### config.mk
export PLATFORM = sky130hd
export DESIGN_NAME = dcbs_share_snoop
export DESIGN_NICKNAME = d
export VERILOG_FILES = /design/src/verilog/dcbs_pkg.sv /design/src/verilog/dcbs_share_snoop.sv
export SDC_FILE = /design/constraint.sdc
export NUM_CORES = 1
export LEC_CHECK = 0
export ABC_AREA = 1
export ABC_CLOCK_PERIOD_IN_PS = 4410
export BUFFER_PORTS_ARGS = -buffer_cell sky130_fd_sc_hd__buf_2
export CAP_MARGIN = 10
export CORE_UTILIZATION = 40
export CTS_BUF_LIST = sky130_fd_sc_hd__clkbuf_4
export DETAILED_ROUTE_END_ITERATION = 10
export PLACE_DENSITY_LB_ADDON = 0.1
export SLEW_MARGIN = 5
export SYNTH_ARGS = -nofsm -noshare
export SYNTH_HDL_FRONTEND = slang
export SYNTH_SLANG_ARGS = --single-unit
### constraint.sdc
create_clock -name clk_sys -period 4.41 [get_ports clk_sys]
set_input_delay 0.2205 -clock clk_sys [delete_from_list [all_inputs] [get_ports clk_sys]]
set_output_delay 0.2205 -clock clk_sys [all_outputs]
set_load 0.01 [all_outputs]
### src/verilog/dcbs_pkg.sv
// Package with shared constants and types for the dual processor bus share block.
package dcbs_pkg;

    // ------------------------------------------------------------
    // Data cache line states.
    // ------------------------------------------------------------
    typedef enum logic [1:0] {
        DCBS_INVALID,
        DCBS_SHARED,
        DCBS_EXCLUSIVE,
        DCBS_MODIFIED
    } dcbs_mesi_e;

    // ------------------------------------------------------------
    // Geometry and strap polarity.
    // ------------------------------------------------------------
    localparam int DCBS_LINES = 16;          // Default number of tracked lines.
    localparam int DCBS_TAG_W = 28;          // Default line address width.
    localparam logic STRAP_PRIMARY = 1'b0;   // Strap low selects the primary role.

endpackage

### src/verilog/dcbs_share_snoop.sv
// Bus ownership arbitration and peer snoop logic for one processor of a pair.
`timescale 1ns/1ns

module dcbs_share_snoop
    import dcbs_pkg::*;
#(
    parameter int LINES = DCBS_LINES,     // Tracked data cache lines.
    parameter int TAG_W = DCBS_TAG_W      // Line address width.
) (
    input wire logic clk_sys,                 // Common bus clock, 125 MHz.
    input wire logic resetn,                  // Synchronous active-low reset.
    input wire logic role_select_strap,       // Role strap, low or floating is primary.
    input wire logic peer_present,            // Peer detected at boot (primary only).
    input wire logic core_req,                // Core wants a bus cycle.
    input wire logic [TAG_W-1:0] core_addr,   // Line address of the core's cycle.
    input wire logic core_write,              // Core cycle is a write.
    input wire logic core_fill,               // Core cycle is a cacheable line fill.
    input wire logic bus_done,                // Last transfer of the bus cycle.
    input wire logic bus_data_valid,          // Read data beat returned by the system.
    input wire logic [TAG_W-1:0] snoop_addr,  // Address seen on the shared bus.
    input wire logic address_strobe_in,       // Peer's address strobe seen on the bus.
    input wire logic write_read_in,           // Write flag seen with the strobe.
    input wire logic peer_req,                // Peer asks this side for the bus.
    input wire logic peer_grant,              // Peer grants the bus to this side.
    input wire logic peer_hit,                // Peer reports a snoop hit.
    input wire logic peer_hit_mod,            // Peer reports a modified snoop hit.
    input wire logic fill_line_valid,         // Core installs a line into the cache.
    input wire logic [TAG_W-1:0] fill_tag,    // Line address being installed.
    input wire logic fill_dirty,              // Installed line is written by core.
    output logic address_strobe,              // This side starts a bus cycle.
    output logic [TAG_W-1:0] bus_addr,        // Address driven for the cycle.
    output logic bus_write,                   // Cycle is a write.
    output logic bus_wb,                      // Cycle is a line writeback.
    output logic req_out,                     // Request for the bus to the peer.
    output logic grant_out,                   // Grant of the bus to the peer.
    output logic hit_out,                     // Snoop hit reported to the peer.
    output logic hit_mod_out,                 // Modified snoop hit reported to the peer.
    output logic data_drop,                   // Returned data must be discarded.
    output logic rerun,                       // Core must re-issue its cycle.
    output logic core_ack,                    // Core cycle completed with good data.
    output logic is_owner,                    // This side is current_bus_owner.
    output logic is_primary,                  // Role latched from the strap.
    output logic pair_enabled                 // Arbitration and coherency active.
);

    // ------------------------------------------------------------
    // Local types and state.
    // ------------------------------------------------------------
    typedef enum logic [2:0] {
        DCBS_IDLE,
        DCBS_ISSUE,
        DCBS_WAIT,
        DCBS_WB_WAIT,
        DCBS_WB_RUN
    } dcbs_bus_e;

    localparam int IDX_W = $clog2(LINES);

    dcbs_bus_e state;                          // Bus sequencer state.
    dcbs_mesi_e line_state [LINES];            // Data line states.
    logic [TAG_W-1:0] line_tag [LINES];        // Data line tags.
    logic [IDX_W-1:0] next_fill_idx;           // Round-robin fill slot.
    logic [IDX_W-1:0] hit_idx;                 // Slot matching the snoop address.
    logic snoop_match;                         // Snoop address hits a valid line.
    logic snoop_now;                           // Snoop event this cycle.
    logic wb_pending;                          // Writeback owed after a modified hit.
    logic [TAG_W-1:0] wb_addr;                 // Address of the owed writeback.
    logic drop_cur;                            // Current cycle's data is discarded.
    logic peer_req_seen;                       // Peer request outstanding.
    logic outstanding;                         // Own cycle still on the bus.
    logic give_bus;                            // Grant condition this cycle.
    logic want_bus;                            // This side needs the bus.

    // ------------------------------------------------------------
    // Role strap capture.
    // ------------------------------------------------------------
    // The strap is caught by a clocked process during reset; is_owner also takes it as its reset value.
    always_ff @(posedge clk_sys) begin
        if (!resetn) begin
            is_primary <= (role_select_strap == STRAP_PRIMARY);
        end
    end

    // Only the primary detects the peer; the secondary exists only when a primary does.
    always_ff @(posedge clk_sys) begin
        if (!resetn) begin
            pair_enabled <= 1'b0;
        end else begin
            pair_enabled <= peer_present | ~is_primary;
        end
    end

    // ------------------------------------------------------------
    // Ownership.
    // ------------------------------------------------------------
    assign outstanding = (state == DCBS_WAIT) || (state == DCBS_WB_RUN);
    // Grant once nothing of ours is still on the bus and no core cycle waits in DCBS_ISSUE.
    assign give_bus = is_owner && pair_enabled && peer_req_seen && !outstanding
                      && state != DCBS_ISSUE;
    assign grant_out = give_bus;
    assign want_bus = (state == DCBS_ISSUE) || (state == DCBS_WB_WAIT);
    // The request rises with a modified hit, in the same cycle.
    // In the grant cycle the roles are already swapping, so a hit there also requests.
    assign req_out = pair_enabled && (!is_owner || give_bus)
                     && (want_bus || hit_mod_out);

    always_ff @(posedge clk_sys) begin
        if (!resetn) begin
            peer_req_seen <= 1'b0;
        end else begin
            peer_req_seen <= peer_req;
        end
    end

    // Ownership swaps in one step on a grant in either direction.
    always_ff @(posedge clk_sys) begin
        if (!resetn) begin
            is_owner <= (role_select_strap == STRAP_PRIMARY);
        end else if (!pair_enabled && is_primary) begin
            // A primary without an enabled peer keeps the bus rather than waiting for a grant.
            is_owner <= 1'b1;
        end else if (give_bus) begin
            is_owner <= 1'b0;
        end else if (peer_grant) begin
            is_owner <= 1'b1;
        end
    end

    // ------------------------------------------------------------
    // Bus sequencer.
    // ------------------------------------------------------------
    // A new cycle may start in the very cycle the grant arrives, so no idle slot
    // is lost on handover, and the owner keeps issuing until asked to let go.
    always_ff @(posedge clk_sys) begin
        if (!resetn) begin
            state <= DCBS_IDLE;
        end else begin
            case (state)
                DCBS_IDLE: begin
                    if (wb_pending) begin
                        state <= DCBS_WB_WAIT;
                    end else if (core_req) begin
                        state <= DCBS_ISSUE;
                    end
                end
                DCBS_ISSUE: begin
                    if (address_strobe) begin
                        state <= DCBS_WAIT;
                    end
                end
                DCBS_WAIT: begin
                    if (bus_done) begin
                        state <= DCBS_IDLE;
                    end
                end
                DCBS_WB_WAIT: begin
                    if (address_strobe) begin
                        state <= DCBS_WB_RUN;
                    end
                end
                DCBS_WB_RUN: begin
                    if (bus_done) begin
                        state <= DCBS_IDLE;
                    end
                end
                default: begin
                    state <= DCBS_IDLE;
                end
            endcase
        end
    end

    // The strobe is combinational so it can rise in the very cycle peer_grant arrives.
    always_comb begin
        address_strobe = 1'b0;
        if ((is_owner || peer_grant) && !give_bus) begin
            address_strobe = want_bus;
        end
    end

    always_ff @(posedge clk_sys) begin
        if (!resetn) begin
            bus_addr <= '0;
            bus_write <= 1'b0;
            bus_wb <= 1'b0;
        end else if (state == DCBS_IDLE) begin
            // A snoop writeback is driven exactly as a replacement writeback.
            bus_addr <= wb_pending ? wb_addr : core_addr;
            bus_write <= wb_pending | core_write;
            bus_wb <= wb_pending;
        end
    end

    // ------------------------------------------------------------
    // Snooping.
    // ------------------------------------------------------------
    // The peer may strobe in the very cycle of our grant, so that strobe is snooped too.
    assign snoop_now = pair_enabled && (!is_owner || give_bus) && address_strobe_in;

    always_comb begin
        snoop_match = 1'b0;
        hit_idx = '0;
        for (int i = 0; i < LINES; i++) begin
            if (line_state[i] != DCBS_INVALID && line_tag[i] == snoop_addr) begin
                snoop_match = 1'b1;
                hit_idx = IDX_W'(i);
            end
        end
    end

    // Hit reports are one-cycle pulses on the private two-signal link.
    assign hit_out = snoop_now && snoop_match;
    assign hit_mod_out = hit_out && line_state[hit_idx] == DCBS_MODIFIED;

    // The owed writeback stays pending until it has its own strobe.
    always_ff @(posedge clk_sys) begin
        if (!resetn) begin
            wb_pending <= 1'b0;
            wb_addr <= '0;
        end else if (hit_mod_out) begin
            wb_pending <= 1'b1;
            wb_addr <= snoop_addr;
        end else if (state == DCBS_WB_WAIT && address_strobe) begin
            wb_pending <= 1'b0;
        end
    end

    // ------------------------------------------------------------
    // Line state table.
    // ------------------------------------------------------------
    // One generate entry per line; snoop updates win over fills to the same slot.
    for (genvar g = 0; g < LINES; g++) begin : g_line
        always_ff @(posedge clk_sys) begin
            if (!resetn) begin
                line_state[g] <= DCBS_INVALID;
                line_tag[g] <= '0;
            end else if (hit_out && hit_idx == IDX_W'(g)) begin
                // A peer write invalidates, a peer read leaves a shared copy.
                line_state[g] <= write_read_in ? DCBS_INVALID : DCBS_SHARED;
            end else if (fill_line_valid && next_fill_idx == IDX_W'(g)) begin
                line_tag[g] <= fill_tag;
                line_state[g] <= fill_dirty ? DCBS_MODIFIED : DCBS_EXCLUSIVE;
            end
        end
    end

    always_ff @(posedge clk_sys) begin
        if (!resetn) begin
            next_fill_idx <= '0;
        end else if (fill_line_valid) begin
            next_fill_idx <= next_fill_idx + 1'b1;
        end
    end

    // ------------------------------------------------------------
    // Owner side of a modified hit.
    // ------------------------------------------------------------
    // The flag is set by the peer's report, which comes with our own strobe, and is
    // cleared when the cycle ends.
    always_ff @(posedge clk_sys) begin
        if (!resetn) begin
            drop_cur <= 1'b0;
        end else if ((state == DCBS_ISSUE || state == DCBS_WAIT) && peer_hit_mod) begin
            drop_cur <= 1'b1;
        end else if (state == DCBS_WAIT && bus_done) begin
            drop_cur <= 1'b0;
        end
    end

    assign data_drop = state == DCBS_WAIT && (drop_cur || peer_hit_mod) && bus_data_valid;

    // The dropped cycle is re-run as a plain fill by the core.
    always_ff @(posedge clk_sys) begin
        if (!resetn) begin
            rerun <= 1'b0;
            core_ack <= 1'b0;
        end else begin
            rerun <= state == DCBS_WAIT && bus_done && (drop_cur || peer_hit_mod);
            core_ack <= state == DCBS_WAIT && bus_done && !(drop_cur || peer_hit_mod);
        end
    end

    // ------------------------------------------------------------
    // Checks.
    // ------------------------------------------------------------
    property p_one_step_swap;
        @(posedge clk_sys) disable iff (!resetn)
        give_bus |=> !is_owner;
    endproperty
    a_one_step_swap: assert property (p_one_step_swap) else $error("owner kept bus");

    property p_req_with_hit;
        @(posedge clk_sys) disable iff (!resetn)
        hit_mod_out |-> req_out && hit_out;
    endproperty
    a_req_with_hit: assert property (p_req_with_hit) else $error("no request on hit");

    property p_no_strobe_unowned;
        @(posedge clk_sys) disable iff (!resetn)
        address_strobe |-> is_owner || peer_grant;
    endproperty
    a_no_strobe_unowned: assert property (p_no_strobe_unowned) else $error("strobe unowned");

    property p_no_grant_busy;
        @(posedge clk_sys) disable iff (!resetn)
        grant_out |-> !outstanding && is_owner;
    endproperty
    a_no_grant_busy: assert property (p_no_grant_busy) else $error("grant while busy");

    property p_grant_soon;
        @(posedge clk_sys) disable iff (!resetn)
        (peer_req_seen && is_owner && state == DCBS_IDLE) |-> grant_out;
    endproperty
    a_grant_soon: assert property (p_grant_soon) else $error("idle owner withheld");

    property p_wb_next;
        @(posedge clk_sys) disable iff (!resetn)
        (wb_pending && state == DCBS_IDLE) |=> state == DCBS_WB_WAIT;
    endproperty
    a_wb_next: assert property (p_wb_next) else $error("writeback not next");

    property p_hit_only_snooper;
        @(posedge clk_sys) disable iff (!resetn)
        hit_out |-> !is_owner || grant_out;
    endproperty
    a_hit_only_snooper: assert property (p_hit_only_snooper) else $error("owner reported hit");

    property p_rerun_after_drop;
        @(posedge clk_sys) disable iff (!resetn)
        (state == DCBS_WAIT && drop_cur && bus_done) |=> rerun && !core_ack;
    endproperty
    a_rerun_after_drop: assert property (p_rerun_after_drop) else $error("no rerun");

    property p_wb_looks_normal;
        @(posedge clk_sys) disable iff (!resetn)
        (state == DCBS_WB_WAIT && address_strobe) |-> bus_wb && bus_write;
    endproperty
    a_wb_looks_normal: assert property (p_wb_looks_normal) else $error("bad writeback");

endmodule

* Word level (Yosys, flattened, before mapping)
Memories as Yosys holds them, arrays and structs flattened.
Index checks and enable logic that the tools add are counted.
** Operators by class
- Equal/unequal tests :: 57
- Add/sub/neg operators :: 1
- Mux-type cells :: 210
- Bitwise logic cells :: 52
- Reductions and logical operators :: 101
** Operators with widths (number)
- $mux 28 :: 17
- $eq 28x28->1 :: 16
- $mux 1 :: 141
- $logic_and 1x1->1 :: 66
- $eq 4x4->1 const B :: 16
- $mux 2 :: 32
- $mux 4 :: 14
- $or 1x1->1 :: 50
- $reduce_bool 2->1 :: 18
- $eq 4x3->1 const B :: 8
- $eq 4x2->1 const B :: 4
- $mux 3 :: 5
- $pmux 3 s4 :: 1
- $eq 4x1->1 const B :: 2
- $logic_not 4->1 :: 2
- $logic_or 1x1->1 :: 7
- $eq 3x2->1 const B :: 2
- $logic_not 1->1 :: 5
- $add 4x1->4 const B :: 1
- $ne 2x2->1 const B :: 2
- $ne 4x1->1 const B :: 1
- $reduce_and 4->1 :: 1
- $eq 3x1->1 const B :: 1
- $eq 3x3->1 const B :: 1
- other kinds (7) :: 8
** Word-level totals
- Output and inout bits :: 41
- Bits in registers :: 73
- Input port bits :: 101
- RAM bits :: 480
- Memories kept :: 2
** Memory list
- line_tag :: depth 16, width 28, rd ports 16, clocked after Yosys merged registers in 0, wr ports 16, RTL line dcbs_share_snoop.sv:61 : logic [TAG_W-1:0] line_tag [LINES];
- line_state :: depth 16, width 2, rd ports 17, clocked after Yosys merged registers in 0, wr ports 16, RTL line dcbs_share_snoop.sv:60 : dcbs_mesi_e line_state [LINES];

* Logic depth before layout (Yosys ltp)
Gate-level depths: netlist of the first run.
An unclocked memory read counts as a cell.
- Word-level depth :: 26
- Mapped depth :: 35

* Worst setup path after synthesis of the first run
Ideal clock, no wire load.
- Path type :: input port to flip-flop
- Start point :: input snoop_addr[11]
- End point :: memory line_tag[0][0] (netlist bit) (enable)
- Path buffers :: 3
- Arrival time :: 2.920 ns
- Stages on the path :: 18
- Required time :: 3.958 ns
- Library setup time :: 0.452 ns
- Slack :: 1.039 ns
- Path through :: buf_4 > inv_4 > buf_6 > buf_6 > nor2_1 > a211o_1 > a2111oi_4 > nand4_2 > nand2_2 > nor2_2 > nand3_2 > inv_2 > a21oi_2 > inv_2 > nor2_1 > nand2_1 > nand3_1 > nand2_1
** RTL lines
- from (decl) :: RTL line dcbs_share_snoop.sv:20 : input wire logic [TAG_W-1:0] snoop_addr,
- to (decl) :: RTL line dcbs_share_snoop.sv:61

* Worst setup path after layout of the first run
- Start point :: input snoop_addr[21]
- End point :: output req_out
** On the way
- Longest elaborated chain between the ends :: 22
** RTL lines
- $eq 28x28->1 :: RTL line dcbs_share_snoop.sv:204 : if (line_state[i] != DCBS_INVALID && line_tag[i] == snoop_addr) begin
- $logic_and 1x1->1 :: RTL line dcbs_share_snoop.sv:204
- $mux 1 :: RTL line dcbs_share_snoop.sv:204
- $mux 4 or $mux 1 (tied branches) (14 in a row) :: RTL line dcbs_share_snoop.sv:204
- $mem_v2 16x2 or $mux 1 (tied branches)
- $eq 2x2->1 or $logic_and 1x1->1 (tied branches) :: RTL line dcbs_share_snoop.sv:213, dcbs_share_snoop.sv:212
- $logic_and 1x1->1 (*) :: RTL line dcbs_share_snoop.sv:213 : assign hit_mod_out = hit_out && line_state[hit_idx] == DCBS_MODIFIED;
- $logic_or 1x1->1 (*) :: RTL line dcbs_share_snoop.sv:105 : && (want_bus || hit_mod_out);
- $logic_and 1x1->1 (*) :: RTL line dcbs_share_snoop.sv:105
- to (decl) :: RTL line dcbs_share_snoop.sv:34 : output logic req_out,
Mark *: on every way between the ends. The rest lies on a longest branch, timed or not.

==> impl_metrics.yaml, run 1 <==
run_status:
  status: "finished clean"
timing:
  fin_crit_ns: 4.39
  hold_viol: 0
  finalWorstSetupSlack_ns: 0.0173
  slew_headroom: 0.145
  setup_viol_count_final: 0
  holdWs_ns: 0.0866
  tightest_slew_ns: 1.28
  rsz0062_at_grt: "yes"
  fin_crit_sh: 0.996
  drv_slew: 0
  skew_ns: 0.0740
  fmax_ghz: 0.228
power:
  p_leak_nw: 13.9
  peakVddDrop_v: 0.000207
  comb_power_share: 0.144
  power_density_nw_per_um2: 390
  clkPwrFrac: 0.384
  sequentialPowerShare: 0.472
  p_sw_frac: 0.286
  power.internal_w: 0.00928
  power_switching_w: 0.00371
route:
  ant_nets: 0
  vias: 23800
  firstDrtPassIters: 6
  dr.first_iter.drc_count: 2884
  viasPerCell: 5.58
  detail_route.wl_per_cell_um: 25.9
  drc: 0
  drt-total-wl_um: 110000
cells_and_area:
  drive_gt1_frac: 0.206
  fillCellCount: 6303
  nNetsFinal: 3385
  area_growth_pct: 22.3
floorplan:
  ioPinCount: 142
  core-area_sq_um: 67300
  row_count: 95
  die_area_sq_um: 69200
  start_util: 0.405
  die_y_um: 263
  die_w_um: 263
synth:
  synth_top_cell_by_area: "edfxtp_1"
  ys_ff_latch: 553
  ys_seq_area_frac: 0.583
  synth_edf_count: 482
  syn-cell-area_sq_um: 27300
  syn-instance-count: 2854
  synthFlopType: "edfxtp_1"
  synth.area.top_cells: "edfxtp_1 (53%), nor2_1 (8.4%), nand2_1 (7.4%)"
  synth.most_common_cell: "nor2_1"
  ys.warnings.count: 0
  synth_cell_type_count: 53
  netlist.area_leader.share: 0.531
  ys_top_cells_by_count: "nor2_1 (609), nand2_1 (538), edfxtp_1 (482), inv_1 (193), o22ai_1 (85)"
  synth_fp_nets: 2959
  synthArstFlopShare: 0
  avgSynthCellArea_sq_um: 9.55
critical_path:
  crit_type: "input port to output pin"
  crit_fanout: 15
  worstPathRequired_ns: 4.19
  arrival_ns: 4.17
  startpoint_type: "input port"
  end_kind: "output pin"
place:
  dp.final_hpwl_um: 67100
  place_ws_ns: 0.281
  portBuffers: 139
  routabilityCongestion: 0.956
global_route:
  gr-usage-met1: 0.437
  use_met2: 0.482
  grt_usage: 0.318
  grtUsageMet3: 0.0634
  grt_pass1_wl_um: 155000
  grt_antenna_before_repair: 6
  grt_max_degree: 42
  grt-busiest-layer: "met2"
  grt_pass1_vias: 22500
  gr-total-overflow: 0
clocking:
  clock_sinks: 553
  cts_buffers: 160
  cts_tree: "done"
  cts_root_buffer: "clkbuf_4"
  cts.reportedPaths.clkPinSlew_ns: 0.06
  clk_latency_ns: 1.04
  clk_path_buf_depth: 3
  htreeDepth: 4
min_path:
  worstHoldPathType: "input port to flip-flop"
flow_run:
  maxCapViolations: 0
-- power groups by stage --
stage	Sequential (W)	Clock [W]	Combinational (W)
floorplan	0.00626	0	0.000907
global placement	0.00623	0	0.00169
detailed placement	0.00624	0	0.00171
CTS	0.00613	0.00505	0.00183
global route	0.00617	0.00532	0.00199
finish	0.00614	0.00498	0.00187
-- final cells by class --
type,instances,area (sq um),area share
inverter,234,893,0.0268
clock buffer,231,1730,0.0520
sequential,553,15900,0.477
clock inverter,43,320,0.00961
antenna,3,7.51,0.000225
multi-input combinational,1885,9560,0.287
tap,873,1090,0.0328
timing repair buffer,446,3820,0.115
-- cells by family (layout without fill, tap and decap cells) --
family          after synthesis  after routing  share of synthesized area
xor+xnor                    149            149                     0.0479
simple gates               1426           1426                      0.220
buf+inv                     416            954                     0.0728
other cells                   0              3                          0
compound gates              306            306                     0.0744
flops                       553            553                      0.583
fa+ha+maj                     4              4                    0.00184
-- worst paths after layout --
| check | start | end | slack (ns) | depth (start not counted) |
|---|---|---|---|---|
| setup reg to reg | line_tag[0][194]$_SDFFCE_PN0P_ | line_state[6][0]$_DFFE_PP_ | 0.65 | 14 |
| hold reg to reg | wb_addr[27]$_SDFFE_PN0P_ | bus_addr[27]$_SDFFE_PN0N_ | 0.47 | 2 |
| hold / removal | write_read_in | line_state[0][0]$_DFFE_PP_ | 0.09 | 3 |
| setup / recovery | snoop_addr[21] | req_out | 0.02 | 23 |
-- state kept, by name, summed over array words and instances (netlist names) --
signal,cells
line_tag,448
line_state,32
bus_addr,28
wb_addr,28
next_fill_idx,4
state,3
bus_wb,1
bus_write,1
core_ack,1
drop_cur,1
is_owner,1
is_primary,1
pair_enabled,1
peer_req_seen,1
rerun,1
wb_pending,1
-- worst max-delay path, stage by stage --
cell and delay [ns]:
dlygate4sd3_1 0.53, buf_2 0.13, inv_2 0.53, o22ai_1 0.20, nor3_1 0.25, nand2_1 0.09, nor2_1 0.12, nand2_1 0.21
nand3_1 0.16, nand3_1 0.08, nand2_1 0.08, nand2_2 0.06, a21oi_4 0.28, clkinv_4 0.14, buf_4 0.18, nand4_1 0.10
nand3b_1 0.11, nand2_2 0.11, nand3_4 0.12, nor2_4 0.16, nor2_1 0.06, nor2_1 0.08, buf_2 0.13
-- per-stage QoR --
| stage | cell area (sq um) | total power, W | util | setup TNS, ns | std cells |
|---|---|---|---|---|---|
| final | 33300 | 0.0130 | 0.495 | 0 | 4268 |
| after global routing | 33300 | 0.0135 | 0.495 | -0.304 | 4266 |
| after CTS | 33100 | 0.0130 | 0.492 | -0.299 | 4252 |
| after detailed placement | 29500 | 0.00795 | 0.438 | 0 | 3830 |
| after global placement | 29500 | 0.00792 | 0.438 | 0 | 3830 |
| after floorplan | 27300 | 0.00716 | - | 0 | 2854 |
-- placed cells by master (no fill, tap or decap), types with 66 or more instances in the layout --
master,n
clkbuf_4,231
xnor2_1,66
buf_2,138
xor2_1,81
edfxtp_1,482
buf_4,133
o22ai_1,85
nand2_1,530
dfxtp_1,71
dlygate4sd3_1,133
inv_1,193
nand3_1,68
o21ai_0,70
nor2_1,606
-- repair_timing --
item,CTS,global route
buffers inserted,13,15
cloned,2,0
hold buffers,133,0
gates resized for setup,15,36
setup endpoints to repair,2,2
pin swaps,10,40
hold endpoints to repair,529,0
-- metal layers --
layer / wire length [um] / vias up
met4: 4940 / 2
met1: 44800 / 11700
met2: 49000 / 1293
li1: - / 10500
met5: 13 / -
met3: 11700 / 232
(Power assumes the default switching activity.)
==> run 2, diff against run 1 <==
ABC_CLOCK_PERIOD_IN_PS = not set   (was 4410)
CORE_UTILIZATION = 64   (was 40)
==> impl_metrics.yaml, run 2 (synthesis gave the netlist of run 1 again) <==
cells_and_area:
  reg_top3: "line_tag (448), line_state (32)"
  fillCellCount: 2838
  top_register: "line_tag"
  layout_commonest_cell: "nor2_1"
  area_growth_pct: 18.6
  largest_reg_flops: 448
  seq_area_sq_um: 15900
  drive_gt1_frac: 0.200
  nNetsFinal: 3323
  final_cell_mix: "nor2_1 (601), nand2_1 (530), edfxtp_1 (482)"
  multi_input_area_sq_um: 9590
  final_area_sq_um: 32300
min_path:
  worstHoldPathType: "input port to flip-flop"
  hold_start: "core_addr[5]"
  hold_depth: 4
  hold_end: "bus_addr[5]$_SDFFE_PN0N_"
route:
  viasPerCell: 6.27
  vias: 24200
  drt-total-wl_um: 103000
  firstDrtPassIters: 8
  dr.first_iter.drc_count: 3939
  ant_nets: 0
  detail_route.wl_per_cell_um: 26.6
  drc: 0
place:
  placed_area_sq_um: 29000
  portBuffers: 139
  dp.final_hpwl_um: 60500
  routabilityCongestion: 1.01
timing:
  drv_slew: 0
  setup_viol_count_final: 0
  slew_headroom: 0.0418
  tightest_slew_ns: 1.44
  rsz0062_at_grt: "yes"
  hold_viol: 0
  fin_crit_sh: 0.996
  fin_crit_ns: 4.39
  skew_ns: 0.0650
  fmax_ghz: 0.228
flow_run:
  maxCapViolations: 0
floorplan:
  core-area_sq_um: 41900
  row_count: 75
  die_area_sq_um: 43400
  die_y_um: 208
  start_util: 0.650
  ioPinCount: 142
  die_w_um: 208
clocking:
  cts_buffers: 144
  cts_tree: "done"
  clock_sinks: 553
  cts_root_buffer: "clkbuf_4"
  htreeDepth: 4
  clk_path_buf_depth: 3
  clk_latency_ns: 1.03
  cts.reportedPaths.clkPinSlew_ns: 0.07
critical_path:
  worst-r2r-cell-count: 23
  end_kind: "output pin"
  r2r-end: "wb_addr[8]$_SDFFE_PN0P_"
  crit_fanout: 5
  reg2reg_slack_ns: 0.90
  worstReg2RegStart: "line_tag[0][204]$_SDFFCE_PN0P_"
  worstPathRequired_ns: 4.19
  crit_type: "flip-flop to output pin"
  startpoint_type: "flip-flop"
  arrival_ns: 4.17
global_route:
  grt_usage: 0.473
  grt_pass1_wl_um: 145000
  grt_pass1_vias: 23200
  gr-total-overflow: 0
  grt_antenna_before_repair: 4
  grt_max_degree: 57
run_status:
  status: "finished clean"
power:
  p_total_w: 0.0125
  power_density_nw_per_um2: 386
  p_leak_nw: 13.6
  peakVddDrop_v: 0.000322
-- run 2: cell types whose count changed in the layout (fill, tap and decap cells not counted), moves of 3 or more --
cell | previous run | this run
nor2_2 | 21 | 24
bufinv_16 | 5 | 1
nand3_2 | 9 | 4
nor2_1 | 606 | 601
buf_12 | 33 | 40
clkinv_4 | 4 | 0
clkinv_1 | 29 | 18
inv_1 | 193 | 190
buf_4 | 133 | 101
dlygate4sd3_1 | 133 | 113
clkbuf_4 | 231 | 224
diode_2 | 3 | 7
nand3_1 | 68 | 73
-- run 2: layer usage --
metal,GRT usage,vias up,routed length [um]
li1,-,10400,-
met3,0.164,512,16600
met5,0,-,9
met4,0.369,2,8810
met1,0.580,11400,33300
met2,0.684,1981,44000
-- run 2: how the worst max path moves through the flow --
| stage | startpoint | endpoint | slack [ns] | depth (start not counted) |
|---|---|---|---|---|
| floorplan | snoop_addr[11] | line_tag[0][0]$_SDFFCE_PN0P_ | 1.04 | 18 |
| detailed placement | snoop_addr[8] | wb_addr[8]$_SDFFE_PN0P_ | 0.39 | 26 |
| global placement | snoop_addr[10] | req_out | 0.45 | 20 |
| global route | line_tag[0][146]$_SDFFCE_PN0P_ | req_out | -0.17 | 21 |
| CTS | line_state[3][1]$_DFFE_PP_ | hit_mod_out | 0.003 | 21 |
| finish | line_tag[0][204]$_SDFFCE_PN0P_ | req_out | 0.02 | 23 |
-- run 2: area by class of cell --
cell class | instances | area share
clock buffers | 223 | 0.0518
flip-flops and latches | 553 | 0.492
clock inverters | 24 | 0.00371
inverters | 234 | 0.0279
repair buffers | 400 | 0.107
multi-input cells | 1885 | 0.296
diodes | 7 | 0.000542
well taps | 539 | 0.0209
-- run 2: report_power, final --
| part | internal [W] | switching, W |
|---|---|---|
| Sequential | 0.00598 | 0.000164 |
| Clock | 0.00234 | 0.00214 |
| Combinational | 0.000589 | 0.00128 |
| Total | 0.00891 | 0.00358 |
-- run 2: what timing repair did --
| item | 4_1_cts | 5_1_grt |
|---|---|---|
| endpoints found under the hold margin | 397 | 0 |
| cloned | 0 | 0 |
| setup endpoints to repair | 2 | 2 |
| hold buffers | 113 | 0 |
| resized for setup | 5 | 60 |
| buffers inserted | 1 | 11 |
| pin swaps | 1 | 38 |
-- run 2: through the flow --
step	hold slack [ns]	util	cells	setup TNS, ns	worst slack (ns)
6_report	0.0597	0.771	3865	0	0.0192
5_1_grt	0.0700	0.771	3860	-0.263	-0.173
4_1_cts	0.00165	0.763	3848	0	0.00291
3_5_place_dp	0.436	0.692	3487	0	0.393
3_3_place_gp	0.424	0.692	3487	0	0.450
2_1_floorplan	0.318	-	2854	0	1.04
-- run 2: worst max-delay path, stage by stage, from the launching register on --
cell and delay, ns:
edfxtp_1 0.42, xnor2_1 0.23, nand2_1 0.13, nor4_4 0.33, nand3_1 0.23, nor2_1 0.16
inv_1 0.08, nand2_2 0.09, nand2_1 0.06, nand2_1 0.05, nand2_1 0.05, nand2_2 0.07
nand2_4 0.07, nand2_4 0.11, nand2_8 0.08, buf_6 0.14, nand4_1 0.08, nand3_2 0.09
a21oi_2 0.16, nand2_2 0.09, nor2_4 0.13, nor2_1 0.05, nor2_1 0.11, buf_2 0.15
